[src/hdl/adcpc_pkg.sv]
package adcpc_pkg;

  localparam int NUM_CH = 4;
  localparam int DATA_W = 12;
  localparam int CLK_MHZ = 100;

  // Wake-up after pin power-down, in microseconds
  localparam int WAKE_US = 375;
  localparam int WAKE_CYC = WAKE_US * CLK_MHZ;
  localparam int WAKE_W = 16;

  // Wake-up from standby, in nanoseconds (longest time rounds down)
  localparam int STBY_NS = 600;
  localparam int STBY_CYC = (STBY_NS * CLK_MHZ) / 1000;

  // Lowest sample rate at which the stabilizer loop runs
  localparam int STAB_MIN_MHZ = 20;
  localparam int STAB_MAX_PER = CLK_MHZ / STAB_MIN_MHZ;

  // Relock bypass, held for the longest relock time
  localparam int RELOCK_US = 5;
  localparam int RELOCK_CYC = RELOCK_US * CLK_MHZ;
  localparam int RELOCK_W = 10;
  localparam int PER_W = 8;

  typedef logic [NUM_CH-1:0][DATA_W-1:0] adcpc_samples_t;

  // Configuration word captured on a write strobe
  typedef struct packed {
    logic [NUM_CH-1:0] chan_pd;
    logic standby;
    logic stab_en;
    logic low_swing;
    logic term_boost;
    logic twos;
  } adcpc_cfg_t;

  // Stabilizer enabled at power-up, everything else off
  localparam adcpc_cfg_t CFG_RESET = '{chan_pd: 4'h0, standby: 1'b0, stab_en: 1'b1,
                                       low_swing: 1'b0, term_boost: 1'b0, twos: 1'b0};

endpackage

[src/hdl/adcpc_coder.sv]
`timescale 1ns/1ps
module adcpc_coder
  import adcpc_pkg::*;
(
  input wire logic twos_in,
  input wire adcpc_samples_t raw_in,
  output adcpc_samples_t coded_out
);

  // Raw words are offset binary already; twos complement only flips the MSB
  genvar ch;
  generate
    for (ch = 0; ch < NUM_CH; ch++) begin : g_ch
      assign coded_out[ch] = {raw_in[ch][DATA_W-1] ^ twos_in,
                              raw_in[ch][DATA_W-2:0]};
    end
  endgenerate

endmodule // adcpc_coder

[src/hdl/adcpc_ctrl.sv]
`timescale 1ns/1ps
module adcpc_ctrl
  import adcpc_pkg::*;
#(
  parameter int WAKE_CYC_P = WAKE_CYC
) (
  input wire logic CLK_IN,
  input wire logic RST_N_IN,
  input wire logic POWER_DOWN_PIN_IN,
  input wire logic OUTPUT_MODE_PIN_IN,
  input wire logic CFG_WE_IN,
  input wire adcpc_cfg_t CFG_IN,
  input wire logic SAMPLE_VALID_IN,
  input wire adcpc_samples_t SAMPLE_IN,
  output adcpc_cfg_t CFG_OUT,
  output adcpc_samples_t DATA_OUT,
  output logic DATA_VALID_OUT,
  output logic [NUM_CH-1:0] DRV_OE_OUT,
  output logic [NUM_CH-1:0] TERM_BOOST_OUT,
  output logic LOW_SWING_OUT,
  output logic PLL_ON_OUT,
  output logic READY_OUT,
  output logic STAB_ON_OUT
);

  typedef struct packed {
    logic pd_s1;
    logic pd_s2;
    logic pd_prev;
    logic mode_s1;
    logic mode_s2;
    logic stby_prev;
    adcpc_cfg_t cfg;
    logic [WAKE_W-1:0] pd_len;
    logic [WAKE_W-1:0] wake_cnt;
    logic [PER_W-1:0] per_cnt;
    logic [PER_W-1:0] last_per;
    logic per_valid;
    logic [RELOCK_W-1:0] relock_cnt;
    adcpc_samples_t data;
    logic dvalid;
    logic [NUM_CH-1:0] oe;
    logic [NUM_CH-1:0] term;
    logic low_swing;
    logic pll_on;
    logic ready;
    logic stab_on;
  } adcpc_state_t;

  localparam logic [WAKE_W-1:0] WAKE_FULL = WAKE_W'(WAKE_CYC_P);
  localparam logic [WAKE_W-1:0] WAKE_STBY = WAKE_W'(STBY_CYC);
  localparam logic [RELOCK_W-1:0] RELOCK_LOAD = RELOCK_W'(RELOCK_CYC);
  localparam logic [PER_W-1:0] PER_LIMIT = PER_W'(STAB_MAX_PER);
  localparam logic [PER_W-1:0] PER_MAX = '1;

  adcpc_state_t state_reg;
  adcpc_state_t state_next;
  adcpc_samples_t coded;
  logic pd;
  logic awake;

  adcpc_coder u_coder (
    .twos_in(state_reg.cfg.twos),
    .raw_in(SAMPLE_IN),
    .coded_out(coded)
  );

  assign pd = state_reg.pd_s2;
  // Release cycles count as asleep, else ready blinks before the wake timer loads
  assign awake = !pd && !state_reg.cfg.standby && !state_reg.pd_prev &&
                 !state_reg.stby_prev && (state_reg.wake_cnt == '0);

  // Next-state logic for the whole block
  always_comb begin
    state_next = state_reg;
    // Pins come from outside the clock domain
    state_next.pd_s1 = POWER_DOWN_PIN_IN;
    state_next.pd_s2 = state_reg.pd_s1;
    state_next.mode_s1 = OUTPUT_MODE_PIN_IN;
    state_next.mode_s2 = state_reg.mode_s1;
    state_next.pd_prev = pd;
    state_next.stby_prev = state_reg.cfg.standby;

    // Configuration is never cleared by power-down, so it survives it
    if (CFG_WE_IN) begin
      state_next.cfg = CFG_IN;
    end

    // Wake timer: downtime is measured so a short power-down wakes sooner
    if (pd) begin
      state_next.wake_cnt = '0;
      if (state_reg.pd_len != WAKE_FULL) begin
        state_next.pd_len = state_reg.pd_len + 1'b1;
      end
    end else if (state_reg.pd_prev) begin
      state_next.wake_cnt = (state_reg.pd_len < WAKE_FULL) ? state_reg.pd_len
                                                           : WAKE_FULL;
      state_next.pd_len = '0;
    end else if (state_reg.stby_prev && !state_reg.cfg.standby &&
                 state_reg.wake_cnt < WAKE_STBY) begin
      state_next.wake_cnt = WAKE_STBY;
    end else if (state_reg.wake_cnt != '0 && !state_reg.cfg.standby) begin
      state_next.wake_cnt = state_reg.wake_cnt - 1'b1;
    end

    // Sample period measured between strobes, in clock cycles
    if (state_reg.per_cnt != PER_MAX) begin
      state_next.per_cnt = state_reg.per_cnt + 1'b1;
    end
    if (state_reg.relock_cnt != '0) begin
      state_next.relock_cnt = state_reg.relock_cnt - 1'b1;
    end
    if (SAMPLE_VALID_IN) begin
      state_next.per_cnt = PER_W'(1);
      state_next.last_per = state_reg.per_cnt;
      state_next.per_valid = 1'b1;
      // Any rate change forces a full relock bypass
      if (state_reg.per_valid && state_reg.per_cnt != state_reg.last_per) begin
        state_next.relock_cnt = RELOCK_LOAD;
      end
    end

    // Internal clock is retimed only while the loop is enabled and locked;
    // next-cycle period and relock values drop the loop on the very strobe of a change
    state_next.stab_on = state_reg.cfg.stab_en && state_next.per_valid && !pd &&
                         (state_next.last_per <= PER_LIMIT) &&
                         (state_next.relock_cnt == '0);

    // Drivers released in power-down or when their channel is off
    state_next.oe = pd ? '0 : ~state_reg.cfg.chan_pd;
    state_next.pll_on = !pd;
    state_next.ready = awake;
    state_next.low_swing = state_reg.cfg.low_swing | state_reg.mode_s2;
    state_next.term = {NUM_CH{state_reg.cfg.term_boost}};

    // Data path holds the last word of a channel that is off
    state_next.dvalid = SAMPLE_VALID_IN && awake;
    for (int ch = 0; ch < NUM_CH; ch++) begin
      if (SAMPLE_VALID_IN && awake && !state_reg.cfg.chan_pd[ch]) begin
        state_next.data[ch] = coded[ch];
      end
    end
  end

  // State register; power-up values give standard swing and offset binary
  always_ff @(posedge CLK_IN) begin
    if (!RST_N_IN) begin
      state_reg <= '0;
      state_reg.cfg <= CFG_RESET;
    end else begin
      state_reg <= state_next;
    end
  end

  assign CFG_OUT = state_reg.cfg;
  assign DATA_OUT = state_reg.data;
  assign DATA_VALID_OUT = state_reg.dvalid;
  assign DRV_OE_OUT = state_reg.oe;
  assign TERM_BOOST_OUT = state_reg.term;
  assign LOW_SWING_OUT = state_reg.low_swing;
  assign PLL_ON_OUT = state_reg.pll_on;
  assign READY_OUT = state_reg.ready;
  assign STAB_ON_OUT = state_reg.stab_on;

  localparam int STBY_LIM = STBY_CYC + 2;
endmodule // adcpc_ctrl

[config.mk]
export PLATFORM = sky130hd
export DESIGN_NAME = adcpc_ctrl
export DESIGN_NICKNAME = d
export VERILOG_FILES = /design/src/hdl/adcpc_pkg.sv /design/src/hdl/adcpc_coder.sv /design/src/hdl/adcpc_ctrl.sv
export SDC_FILE = /design/constraint.sdc
export NUM_CORES = 1
export LEC_CHECK = 0
export ABC_AREA = 1
export BUFFER_PORTS_ARGS = -buffer_cell sky130_fd_sc_hd__buf_4
export CAP_MARGIN = 15
export CORE_MARGIN = 2
export CORE_UTILIZATION = 45
export CTS_CLUSTER_DIAMETER = 200
export DETAILED_ROUTE_END_ITERATION = 7
export PLACE_DENSITY_LB_ADDON = 0.08
export SKIP_LAST_GASP = 1
export SLEW_MARGIN = 20
export SYNTH_ARGS = -nofsm -noshare
export SYNTH_HDL_FRONTEND = slang
export SYNTH_HIERARCHICAL = 1
export SYNTH_SLANG_ARGS = --single-unit
export TNS_END_PERCENT = 10
[constraint.sdc]
create_clock -name CLK_IN -period 2.9 [get_ports CLK_IN]
set_input_delay 0 -clock CLK_IN [delete_from_list [all_inputs] [get_ports CLK_IN]]
set_output_delay 0 -clock CLK_IN [all_outputs]
set_load 0.005 [all_outputs]
# Yosys cells after proc, flatten, opt, wreduce, memory -nomap -nowiden
# Index checks and enable logic that the tools add are counted.
# word_totals
output_inout_bits,70
latchBits,0
romBits,0
in_bits,63
memories,0
regBits,132
word_cells,94
mem_bits_rw,0
# classes
n_mul,0
reduce_logical,35
eq_ne,4
div_mod_pow,0
shifts,0
bitwise,7
n_mux,11
n_addsub,4
order_cmp,3
# ops
cell,count
$mux W16,6
$mux W32,1
$mux W10,2
$mux W20,1
$logic_and A1 B1 Y1,17
$add A16 B1 Y16 const B,1
$logic_not A16 Y1,1
$lt A16 B16 Y1 const B,1
$lt A16 B6 Y1 const B,1
$ne A16 B16 Y1 const B,1
$reduce_bool A16 Y1,1
$sub A16 B1 Y16 const B,1
$logic_not A10 Y1,1
$reduce_bool A10 Y1,1
$sub A10 B1 Y10 const B,1
$add A8 B1 Y8 const B,1
$le A8 B3 Y1 const B,1
$logic_not A1 Y1,8
$ne A8 B8 Y1,1
$ne A8 B8 Y1 const B,1
$not A4 Y4,1
$reduce_bool A2 Y1,2
$reduce_or A2 Y1,2
$xor A1 B1 Y1,4
6 further kinds,6

# Depth between registers and ports, before layout
# Gate-level depths: netlist of the first run.
# logic_depth
ltp_word,8
depth_mapped,12

# Hierarchy
# The synthesis of the first run kept the hierarchy.
# by_module_without_submodules
mod,area_per_inst_um2,cells_per_inst,seq_area_each_um2,instances
adcpc_ctrl,6722.7,947,2642.5,1
adcpc_coder,394.1,61,0.0,1

# Worst setup path before layout of the first run
# No wires, ideal clock.
# synth_timing
path_kind,register to register
start,register state_reg[88] in the netlist's numbering
end,register state_reg[89] in the netlist's numbering
arrival_ns,1.595
setup_time_ns,0.113
path_stages_with_launch,11
path_slack_ns,1.191
cell_sequence,dfxtp_1 > inv_1 > ha_1 > inv_1 > nor3_4 > a21oi_2 > nor2_8 > inv_6 > buf_6 > o21ai_1 > nor2_1
# synth_via
elab_chain_cells,4
# synth_rtl
item,line_no,rtl
start: declaration,adcpc_ctrl.sv:56,adcpc_state_t state_reg;
start signal: assignment,adcpc_ctrl.sv:151,state_reg <= state_next;
$sub A16 B1 Y16 / $lt A16 B6 Y1 (equally long branches),"adcpc_ctrl.sv:103, adcpc_ctrl.sv:100",
$mux W16 / $logic_and A1 B1 Y1 (equally long branches),"adcpc_ctrl.sv:102, adcpc_ctrl.sv:99",
$mux W16,adcpc_ctrl.sv:99,end else if (state_reg.stby_prev && !state_reg.cfg.standby &&
$mux W16,adcpc_ctrl.sv:95,end else if (state_reg.pd_prev) begin
# Several ways; a longest one is shown, not always the timed one. The select of a mux whose other input is x is not followed.
# A chain may end at the register's enable or synchronous reset.

# Worst setup path after layout of the first run
# layout_timing
start,register state_reg[88] in the netlist's numbering
end,register state_reg (netlist bit DATA_OUT[36])
# layout_via
elab_chain_cells,4
# layout_rtl
item,line_no,rtl
$logic_not A16 Y1,adcpc_ctrl.sv:71,!state_reg.stby_prev && (state_reg.wake_cnt == '0);
$logic_and A1 B1 Y1,adcpc_ctrl.sv:71,
$logic_and A1 B1 Y1 (2 in series),adcpc_ctrl.sv:139,if (SAMPLE_VALID_IN && awake && !state_reg.cfg.chan_pd[ch]) begin
# No other way between the ends.

==> flow_metrics.tcl, run 1 <==
set metrics [dict create \
    outcome "complete, no violations" \
    met1_length_mm 8.22 \
    synth_cell_types 46 \
    maxCapViolations 0 \
    endpoint_kind "register" \
    p_leak_nw 3.95 \
    die_area_mm2 0.0168 \
    stdcell_count 1325 \
    via_per_inst 4.83 \
    syn_inst 1008 \
    dr.pass1.iters 5 \
    wl_met2_mm 8.30 \
    fp.dieW_um 130 \
    critPathMaxFanout 24 \
    route.met3.wl_um 714 \
    synthTopCellsByCount "nand2_1 (150), nor2_1 (148), dfxtp_1 (132)" \
    synth.avg_cell_area_um2 7.06 \
    globalplace.congestion 0.854 \
    synth_edf_count 0 \
    grt_max_degree 53 \
    synth_flop_cell "dfxtp_1" \
    multi_input_area_mm2 0.00305 \
    p_per_area_mw_per_mm2 768 \
    worst-path-buf-inv 3 \
    crit_top_cell "inv_1" \
    synth_top_cell_by_area "dfxtp_1" \
    power_frac_seq 0.344 \
    worst_setup_path_start_kind "register" \
    clkPwrFrac 0.302 \
    fin_crit_sh 0.919 \
    cts_resized 0 \
    ir_drop_uv 563 \
    diodes 0 \
    synth_area_mm2 0.00712 \
    wirelength_mm 17.6 \
    seq_area_mm2 0.00264 \
    cts_sinks 132 \
    total_power_mw 6.73 \
    io_buffers 132 \
    rsz0062_at_grt "no" \
    numCtsBuffers 17 \
    dpl_cell_area_mm2 0.00739 \
    stdcell_area_mm2 0.00877 \
    htreeDepth 4 \
    place_hpwl_mm 11.9 \
    fmax_mhz 375 \
    clk_transition_reported_paths_ns 0.06 \
    die_h_um 130 \
    vias 6406 \
    crit_required_ns 3.22 \
    std_cell_rows 45 \
    synth-warning-count 6 \
    ys_ff_latch 132 \
    swShare 0.361 \
    placedCellCount 1213 \
    crit_type "register to register" \
    synth_top_area_share 0.371 \
    synth_async_sr_flop_share 0 \
    ys_seq_area_frac 0.371 \
    gr-usage-all-layers 0.216 \
    grt_pass1_vias 6115 \
    cp_cell_sequence "inv_1, ha_1, inv_1, nor3_4, nand3_4, nor2_8, nand2_2, o21ai_0, dlygate4sd3_1, nor2_1" \
    post-synth-top-count-cell "nand2_1" \
    final_antenna_net_count 0 \
    clk_path_buf_depth 2 \
    tightest_slew_ns 0.552 \
    whs_ns 0.0796 \
    slew_headroom 0.631 \
    grt_overflow 0 \
    root_buffer "clkbuf_16" \
    antenna_found_initial 0 \
    switching_power_mw 2.43 \
    skew_ns 0.00819 \
    layout_min_cycle_time_ns 2.66 \
    largest_register_ffs 62 \
    drt_iter0_drc 379 \
    initial_core_util 0.465 \
    area_delta_synth_final_pct 23.2 \
    p_int_mw 4.30 \
    setup_tns_ns 0 \
    nets 1171 \
    comb_power_share 0.354 \
    arrival_ns 2.98 \
    drcViolationCount 0 \
    crit_path_top_delay_cell "dlygate4sd3_1" \
    wire_per_inst_um 13.3 \
    highest_layer "met4" \
    critPathMaxStageDelay_ns 0.59 \
    drv_slew 0 \
    synth_nets 1076 \
    cts_tree "done" \
    fillerInstances 1500 \
    setup_viol 0 \
    synth_top_cells_by_area "dfxtp_1 (37%), buf_4 (12%), nand2_1 (7.9%)" \
    core_mm2 0.0153 \
    holdCritPathClass "input port to register" \
    finalHoldViolCount 0 \
    drive_gt1_frac 0.178 \
    critical_path.top_delay_family "simple AND/OR/NAND/NOR gates" \
    pin_count 133 \
    clkLatencyLatePin_ns 0.43 \
    grt_pass1_wl_mm 29.0 \
]
-- area by class of cell --
| type | instances | share of cell area |
|---|---|---|
| Multi-Input combinational cell | 623 | 0.348 |
| Sequential cell | 132 | 0.301 |
| Timing Repair Buffer | 217 | 0.209 |
| Clock buffer | 22 | 0.0541 |
| Inverter | 112 | 0.0485 |
| Tap cell | 211 | 0.0301 |
| Clock inverter | 8 | 0.00899 |
-- metrics by stage --
stage / utilization / worst slack [ns]
2_1_floorplan: - / 1.19
3_3_place_gp: 0.483 / 0.688
3_5_place_dp: 0.483 / 0.669
5_1_grt: 0.572 / 0.0147
4_1_cts: 0.572 / 0.291
6_report: 0.572 / 0.235
-- power by group through the flow --
stage | clock, mW | combinational, mW | sequential, mW
detailed placement | 0 | 2.28 | 2.35
finish | 2.04 | 2.38 | 2.31
floorplan | 0 | 1.91 | 2.29
global route | 2.15 | 2.72 | 2.36
CTS | 2.07 | 2.38 | 2.31
global placement | 0 | 2.26 | 2.35
-- worst paths after layout --
| kind | startpoint | end | slack, ns | cells past startpoint |
|---|---|---|---|---|
| max | state_reg[88] | DATA_OUT[36] | 0.24 | 10 |
| min reg2reg | state_next[130] | state_reg[130] | 0.41 | 2 |
| min | CFG_WE_IN | CFG_OUT[8] | 0.08 | 3 |
| max reg2reg | state_reg[88] | DATA_OUT[36] | 0.24 | 10 |
-- kinds of logic (layout without fill, tap and decap cells) --
| logic type | count (synthesis) | in the layout | share of synthesized area |
|---|---|---|---|
| buffers and inverters | 253 | 359 | 0.200 |
| xor gates and xnor gates | 10 | 10 | 0.0123 |
| AOI/OAI and AO/OA | 201 | 201 | 0.150 |
| and+or+nand+nor | 407 | 407 | 0.258 |
| DFF | 132 | 132 | 0.371 |
| adders and majority gates | 5 | 5 | 0.00879 |
-- layer usage --
layer | vias up | global-route usage
met5 | - | 0
met4 | 0 | 0.0797
met3 | 27 | 0.0533
met2 | 125 | 0.362
met1 | 2925 | 0.270
li1 | 3329 | -
-- cells in the final DEF (no fill, tap or decap), types with 5 or more instances in the layout --
cell and count:
inv_1 107, xnor2_1 6, dfxtp_1 132, a21oi_1 86, nand4_1 10, o21ai_0 84, dlygate4sd3_1 82, nor3_1 15
buf_4 135, nor2_1 148, nand3_2 6, clkbuf_16 17, o211ai_1 5, ha_1 5, o21ai_1 11, nand2_2 7
nand2_1 150, nand3_1 52
-- what timing repair did --
action	4_1_cts	5_1_grt
setup buffers	0	0
hold buffers	82	0
hold endpoints to repair	70	0
-- worst min-delay path: stages --
cell	delay, ns
buf_4	0.13
inv_1	0.17
a21oi_1	0.16
Power figures use the tool's default switching activity.
==> run 2: changes to the inputs <==
==> constraint.sdc (replaced) <==
create_clock -name CLK_IN -period 2.3 [get_ports CLK_IN]
set_input_delay 0 -clock CLK_IN [delete_from_list [all_inputs] [get_ports CLK_IN]]
set_output_delay 0 -clock CLK_IN [all_outputs]
set_load 0.005 [all_outputs]
==> run 2 against run 1 <==
Effect of this change:
- combinational power grew 25%
- critical path depth shrank 2
- non-clock buffer count shrank 6
- highest routed layer unchanged
- count of clock-buffer cells in the layout shrank 2
- first-iteration DRC count shrank 5.0%
- worst setup slack lost 0.027 ns
==> flow_metrics.tcl, run 2 (synthesis results as in run 1) <==
set metrics [dict create \
    clk_path_buf_depth 2 \
    rsz0062_at_grt "no" \
    nets 1165 \
    layout_common_cells "nand2_1 (150), nor2_1 (148), buf_4 (142), dfxtp_1 (132), inv_1 (107)" \
    fmax_mhz 478 \
    final_antenna_net_count 0 \
    cts_setup_buffers 0 \
    htreeDepth 4 \
    total_power_mw 8.56 \
    drt_iter0_drc 360 \
    numCtsBuffers 17 \
    dr.pass1.iters 5 \
    clk_transition_reported_paths_ns 0.06 \
    slew_headroom 0.637 \
    outcome "complete, no violations" \
    gr-usage-all-layers 0.217 \
    critPathMaxFanout 19 \
    root_buffer "clkbuf_16" \
    place_hpwl_mm 12.0 \
    grt_pass1_wl_mm 28.9 \
    die_area_mm2 0.0168 \
    crit_type "input port to register" \
    core_mm2 0.0153 \
    crit_path_top_delay_cell "dlygate4sd3_1" \
    dp_slack_ns 0.210 \
    dpl_cell_area_mm2 0.00745 \
    pin_count 133 \
    endpoint_kind "register" \
    finalHoldViolCount 0 \
    grt_pass1_vias 5849 \
    critPathMaxStageDelay_ns 0.55 \
    mostFrequentLayoutCell "nand2_1" \
    antenna_found_initial 0 \
    cp_cell_sequence "dlygate4sd3_1, buf_4, inv_4, buf_4, a21oi_1, dlygate4sd3_1, o21ai_0, dlygate4sd3_1" \
    worst_setup_path_start_kind "input port" \
    drcViolationCount 0 \
    area_delta_synth_final_pct 22.6 \
    crit_top_cell "dlygate4sd3_1" \
    fin_crit_sh 0.910 \
    clkLatencyLatePin_ns 0.42 \
    holdCritPathClass "input port to register" \
    std_cell_rows 45 \
    tightest_slew_ns 0.544 \
    maxCapViolations 0 \
    globalplace.congestion 0.863 \
    setup_viol 0 \
    cts_sinks 132 \
    drive_gt1_frac 0.187 \
    largest_register_ffs 62 \
    skew_ns 0.00657 \
    arrival_ns 2.40 \
    grt_overflow 0 \
    whs_ns 0.0826 \
    wire_per_inst_um 13.2 \
    placedCellCount 1220 \
    crit_required_ns 2.61 \
    p_leak_nw 3.96 \
    drv_slew 0 \
    p_per_area_mw_per_mm2 981 \
    die_h_um 130 \
    layout_setup_ws_ns 0.208 \
    final_util 0.570 \
    diodes 0 \
    cts_tree "done" \
    grt_max_degree 58 \
    io_buffers 132 \
    vias 6302 \
    stdcell_count 1321 \
    initial_core_util 0.465 \
    stdcell_area_mm2 0.00872 \
    ir_drop_uv 692 \
    setup_tns_ns 0 \
    layout_min_cycle_time_ns 2.09 \
    wirelength_mm 17.4 \
    via_per_inst 4.77 \
    fp.dieW_um 130 \
]
==> run 2: changes by cell type in the layout (fill, tap and decap cells not counted), sizes merged <==
cell,previous run,this run
clkbuf,22,20
inv,112,115
dlygate4sd3,82,69
bufinv,1,2
buf,135,142
clkinv,3,6
clkinvlp,4,1
==> run 2: worst max-delay path, delay by kind of cell <==
family,cells,cell delay (ns)
AO/OA/AOI/OAI,2,0.19
buffers and inverters,6,2.20
==> run 2: cell type report <==
cell class / instances / area [µm²]
fillers: 1533 / 6590
multi-input cells: 623 / 3050
flip-flops and latches: 132 / 2640
repair buffers: 211 / 1760
clock buffers: 20 / 457
inverters: 112 / 428
well taps: 211 / 264
clock inverters: 12 / 128
==> run 2: where the power goes <==
part | internal (mW) | switching [mW]
sequential | 2.64 | 0.279
clock | 1.65 | 1.02
combinational | 1.22 | 1.75
total | 5.51 | 3.04
==> run 2: repair_timing <==
item | 4_1_cts | 5_1_grt
endpoints found under the setup margin | 0 | 1
resized for setup | 0 | 2
endpoints found under the hold margin | 71 | 0
hold buffers | 69 | 0
==> run 2: metal layers <==
layer / vias to the layer above / share of wire / wire length [µm] / GRT usage
li1: 3321 / - / - / -
met4: 0 / 0.015 / 260 / 0.0727
met1: 2835 / 0.47 / 8240 / 0.285
met2: 123 / 0.47 / 8180 / 0.356
met5: - / 0 / 0 / 0
met3: 23 / 0.041 / 722 / 0.0451
==> run 2: worst paths after layout <==
check                        from             end  slack [ns]  cells past startpoint
hold / removal          CFG_WE_IN      CFG_OUT[8]        0.08                      3
setup / recovery         RST_N_IN      CFG_OUT[3]        0.21                      8
hold reg to reg   state_next[130]  state_reg[130]        0.41                      2
setup reg to reg    state_reg[88]    DATA_OUT[11]        0.22                      9
==> run 3: changes to the inputs <==
--- a/config.mk
+++ b/config.mk
@@ -6,7 +6,7 @@
 export NUM_CORES = 1
 export LEC_CHECK = 0
 export ABC_AREA = 1
-export BUFFER_PORTS_ARGS = -buffer_cell sky130_fd_sc_hd__buf_4
+export BUFFER_PORTS_ARGS = -buffer_cell sky130_fd_sc_hd__buf_2
 export CAP_MARGIN = 15
 export CORE_MARGIN = 2
 export CORE_UTILIZATION = 45
==> constraint.sdc (replaced) <==
create_clock -name CLK_IN -period 2.3 [get_ports CLK_IN]
set_input_delay 0 -clock CLK_IN [delete_from_list [all_inputs] [get_ports CLK_IN]]
set_output_delay 0 -clock CLK_IN [all_outputs]
set_load 0.1 [all_outputs]
==> run 3 against run 2 <==
Effect of this change:
- worst setup slack got worse by 0.13 ns
- sequential share of layout area increased by 0.89 points
- utilization shrank 1.6 points
- critical path depth unchanged
- sequential cell count stayed put
- cell area shrank 2.8%
- global-route usage is 0.40 points lower
- highest routed layer unchanged
==> flow_metrics.tcl, run 3 (synthesis results as in run 1) <==
set metrics [dict create \
    numCtsBuffers 17 \
    clkLatencyLatePin_ns 0.41 \
    fp.dieW_um 130 \
    globalplace.congestion 0.846 \
    maxCapViolations 0 \
    endpoint_kind "register" \
    grt_overflow 0 \
    grt_pass1_vias 5901 \
    initial_core_util 0.465 \
    ir_drop_uv 654 \
    setup_viol 0 \
    hp-start "CFG_WE_IN" \
    largest_register_ffs 62 \
    worst-path-buf-inv 6 \
    r2r_end "DATA_OUT[31]" \
    htreeDepth 4 \
    skew_ns 0.00655 \
    cts_sinks 132 \
    grt_max_degree 65 \
    layout_min_cycle_time_ns 2.22 \
    io_buffers 132 \
    final_antenna_net_count 0 \
    nets 1168 \
    worst_setup_path_start_kind "input port" \
    vias 6317 \
    crit_type "input port to register" \
    reg2reg_from "state_reg[88]" \
    drcViolationCount 0 \
    whs_ns 0.142 \
    cts_setup_buffers 0 \
    multi_input_area_mm2 0.00305 \
    fmax_mhz 451 \
    critPathMaxFanout 18 \
    antenna_found_initial 0 \
    finalHoldViolCount 0 \
    worstHoldEndpoint "CFG_OUT[8]" \
    gr-usage-all-layers 0.213 \
    crit_top_cell "dlygate4sd3_1" \
    outcome "complete, no violations" \
    r2r_slack_ns 0.26 \
    clk_path_buf_depth 2 \
    p_per_area_mw_per_mm2 1140 \
    wire_per_inst_um 12.9 \
    drv_slew 0 \
    core_mm2 0.0153 \
    drt_iter0_drc 408 \
    rsz0062_at_grt "yes" \
    layout_common_cells "nand2_1 (149), nor2_1 (148), dfxtp_1 (132), buf_2 (132), inv_1 (107)" \
    critical_path.top_delay_family "buffers and inverters" \
    p_leak_nw 3.95 \
    holdPathStages 3 \
    holdCritPathClass "input port to register" \
    area_delta_synth_final_pct 19.1 \
    fillerInstances 1510 \
    drive_gt1_frac 0.190 \
    final_util 0.553 \
    clk_transition_reported_paths_ns 0.06 \
    die_h_um 130 \
    cp_cell_sequence "dlygate4sd3_1, buf_2, inv_2, buf_4, a21oi_1, dlygate4sd3_1, o21ai_0, dlygate4sd3_1" \
    seq_area_mm2 0.00264 \
    std_cell_rows 45 \
    place_hpwl_mm 11.8 \
    r2r_cells 9 \
    crit_path_top_delay_cell "dlygate4sd3_1" \
    fin_crit_sh 0.965 \
    tightest_slew_ns 0.586 \
    via_per_inst 4.77 \
    slew_headroom 0.610 \
    pin_count 133 \
    grt_pass1_wl_mm 28.5 \
    crit_required_ns 2.60 \
    die_area_mm2 0.0168 \
    dr.pass1.iters 5 \
    diodes 0 \
    wirelength_mm 17.1 \
    critPathMaxStageDelay_ns 0.56 \
    arrival_ns 2.52 \
    root_buffer "clkbuf_16" \
    mostFrequentLayoutCell "nand2_1" \
    cts_tree "done" \
]
run 3: area by class of cell:
| type | instances | share of cell area |
|---|---|---|
| Clock buffer | 21 | 0.0555 |
| Sequential cell | 132 | 0.312 |
| Tap cell | 211 | 0.0311 |
| Inverter | 112 | 0.0502 |
| Timing Repair Buffer | 214 | 0.171 |
| Clock inverter | 11 | 0.0205 |
| Multi-Input combinational cell | 623 | 0.360 |
run 3: routing by layer:
metal	share of wire	GRT usage	vias up	routed length, µm
met5	0	0	-	0
met4	0.012	0.0582	0	204
met3	0.043	0.0521	14	738
met2	0.48	0.359	143	8130
met1	0.47	0.273	2831	8020
li1	-	-	3329	-
run 3: how the worst max path moves through the flow:
stage	from	to	slack, ns	cells after the start
global placement	state_reg[88]	DATA_OUT[11]	0.21	9
CTS	RST_N_IN	CFG_OUT[3]	0.11	8
detailed placement	state_reg[88]	DATA_OUT[11]	0.17	9
floorplan	state_reg[88]	state_reg[89]	0.59	10
finish	RST_N_IN	CFG_OUT[3]	0.08	8
global route	RST_N_IN	CFG_OUT[3]	-0.05	8
run 3: timing repair:
action | CTS | global route
hold buffers | 69 | 0
endpoints found under the hold margin | 67 | 0
setup endpoints to repair | 0 | 14
gates resized for setup | 0 | 1
run 3: worst reg2reg max path: stages, from the launching register on:
cell and delay (ns):
dfxtp_1 0.31, inv_1 0.12, ha_1 0.26, inv_1 0.11, nor3_4 0.25, nand3_4 0.13, nor2_8 0.26, nand2_2 0.22
o21ai_0 0.21, nor2_1 0.07
run 3: metrics by stage:
stage	setup TNS, ns	cell area [µm²]	power (mW)	worst slack [ns]	std cells
after floorplan	0	7120	6.23	0.591	1008
after global placement	0	7140	6.66	0.215	1223
after detailed placement	0	7140	6.66	0.173	1223
after CTS	0	8470	9.73	0.109	1324
after global routing	-0.0565	8480	10.3	-0.0462	1324
final	0	8480	9.66	0.0810	1324
run 3: report_power, final:
part / switching [mW] / total, mW / leakage, nW / internal (mW)
combinational: 2.68 / 3.82 / 2.55 / 1.14
sequential: 0.272 / 2.91 / 1.08 / 2.64
clock: 1.02 / 2.93 / 0.318 / 1.91
total: 3.97 / 9.66 / 3.95 / 5.69
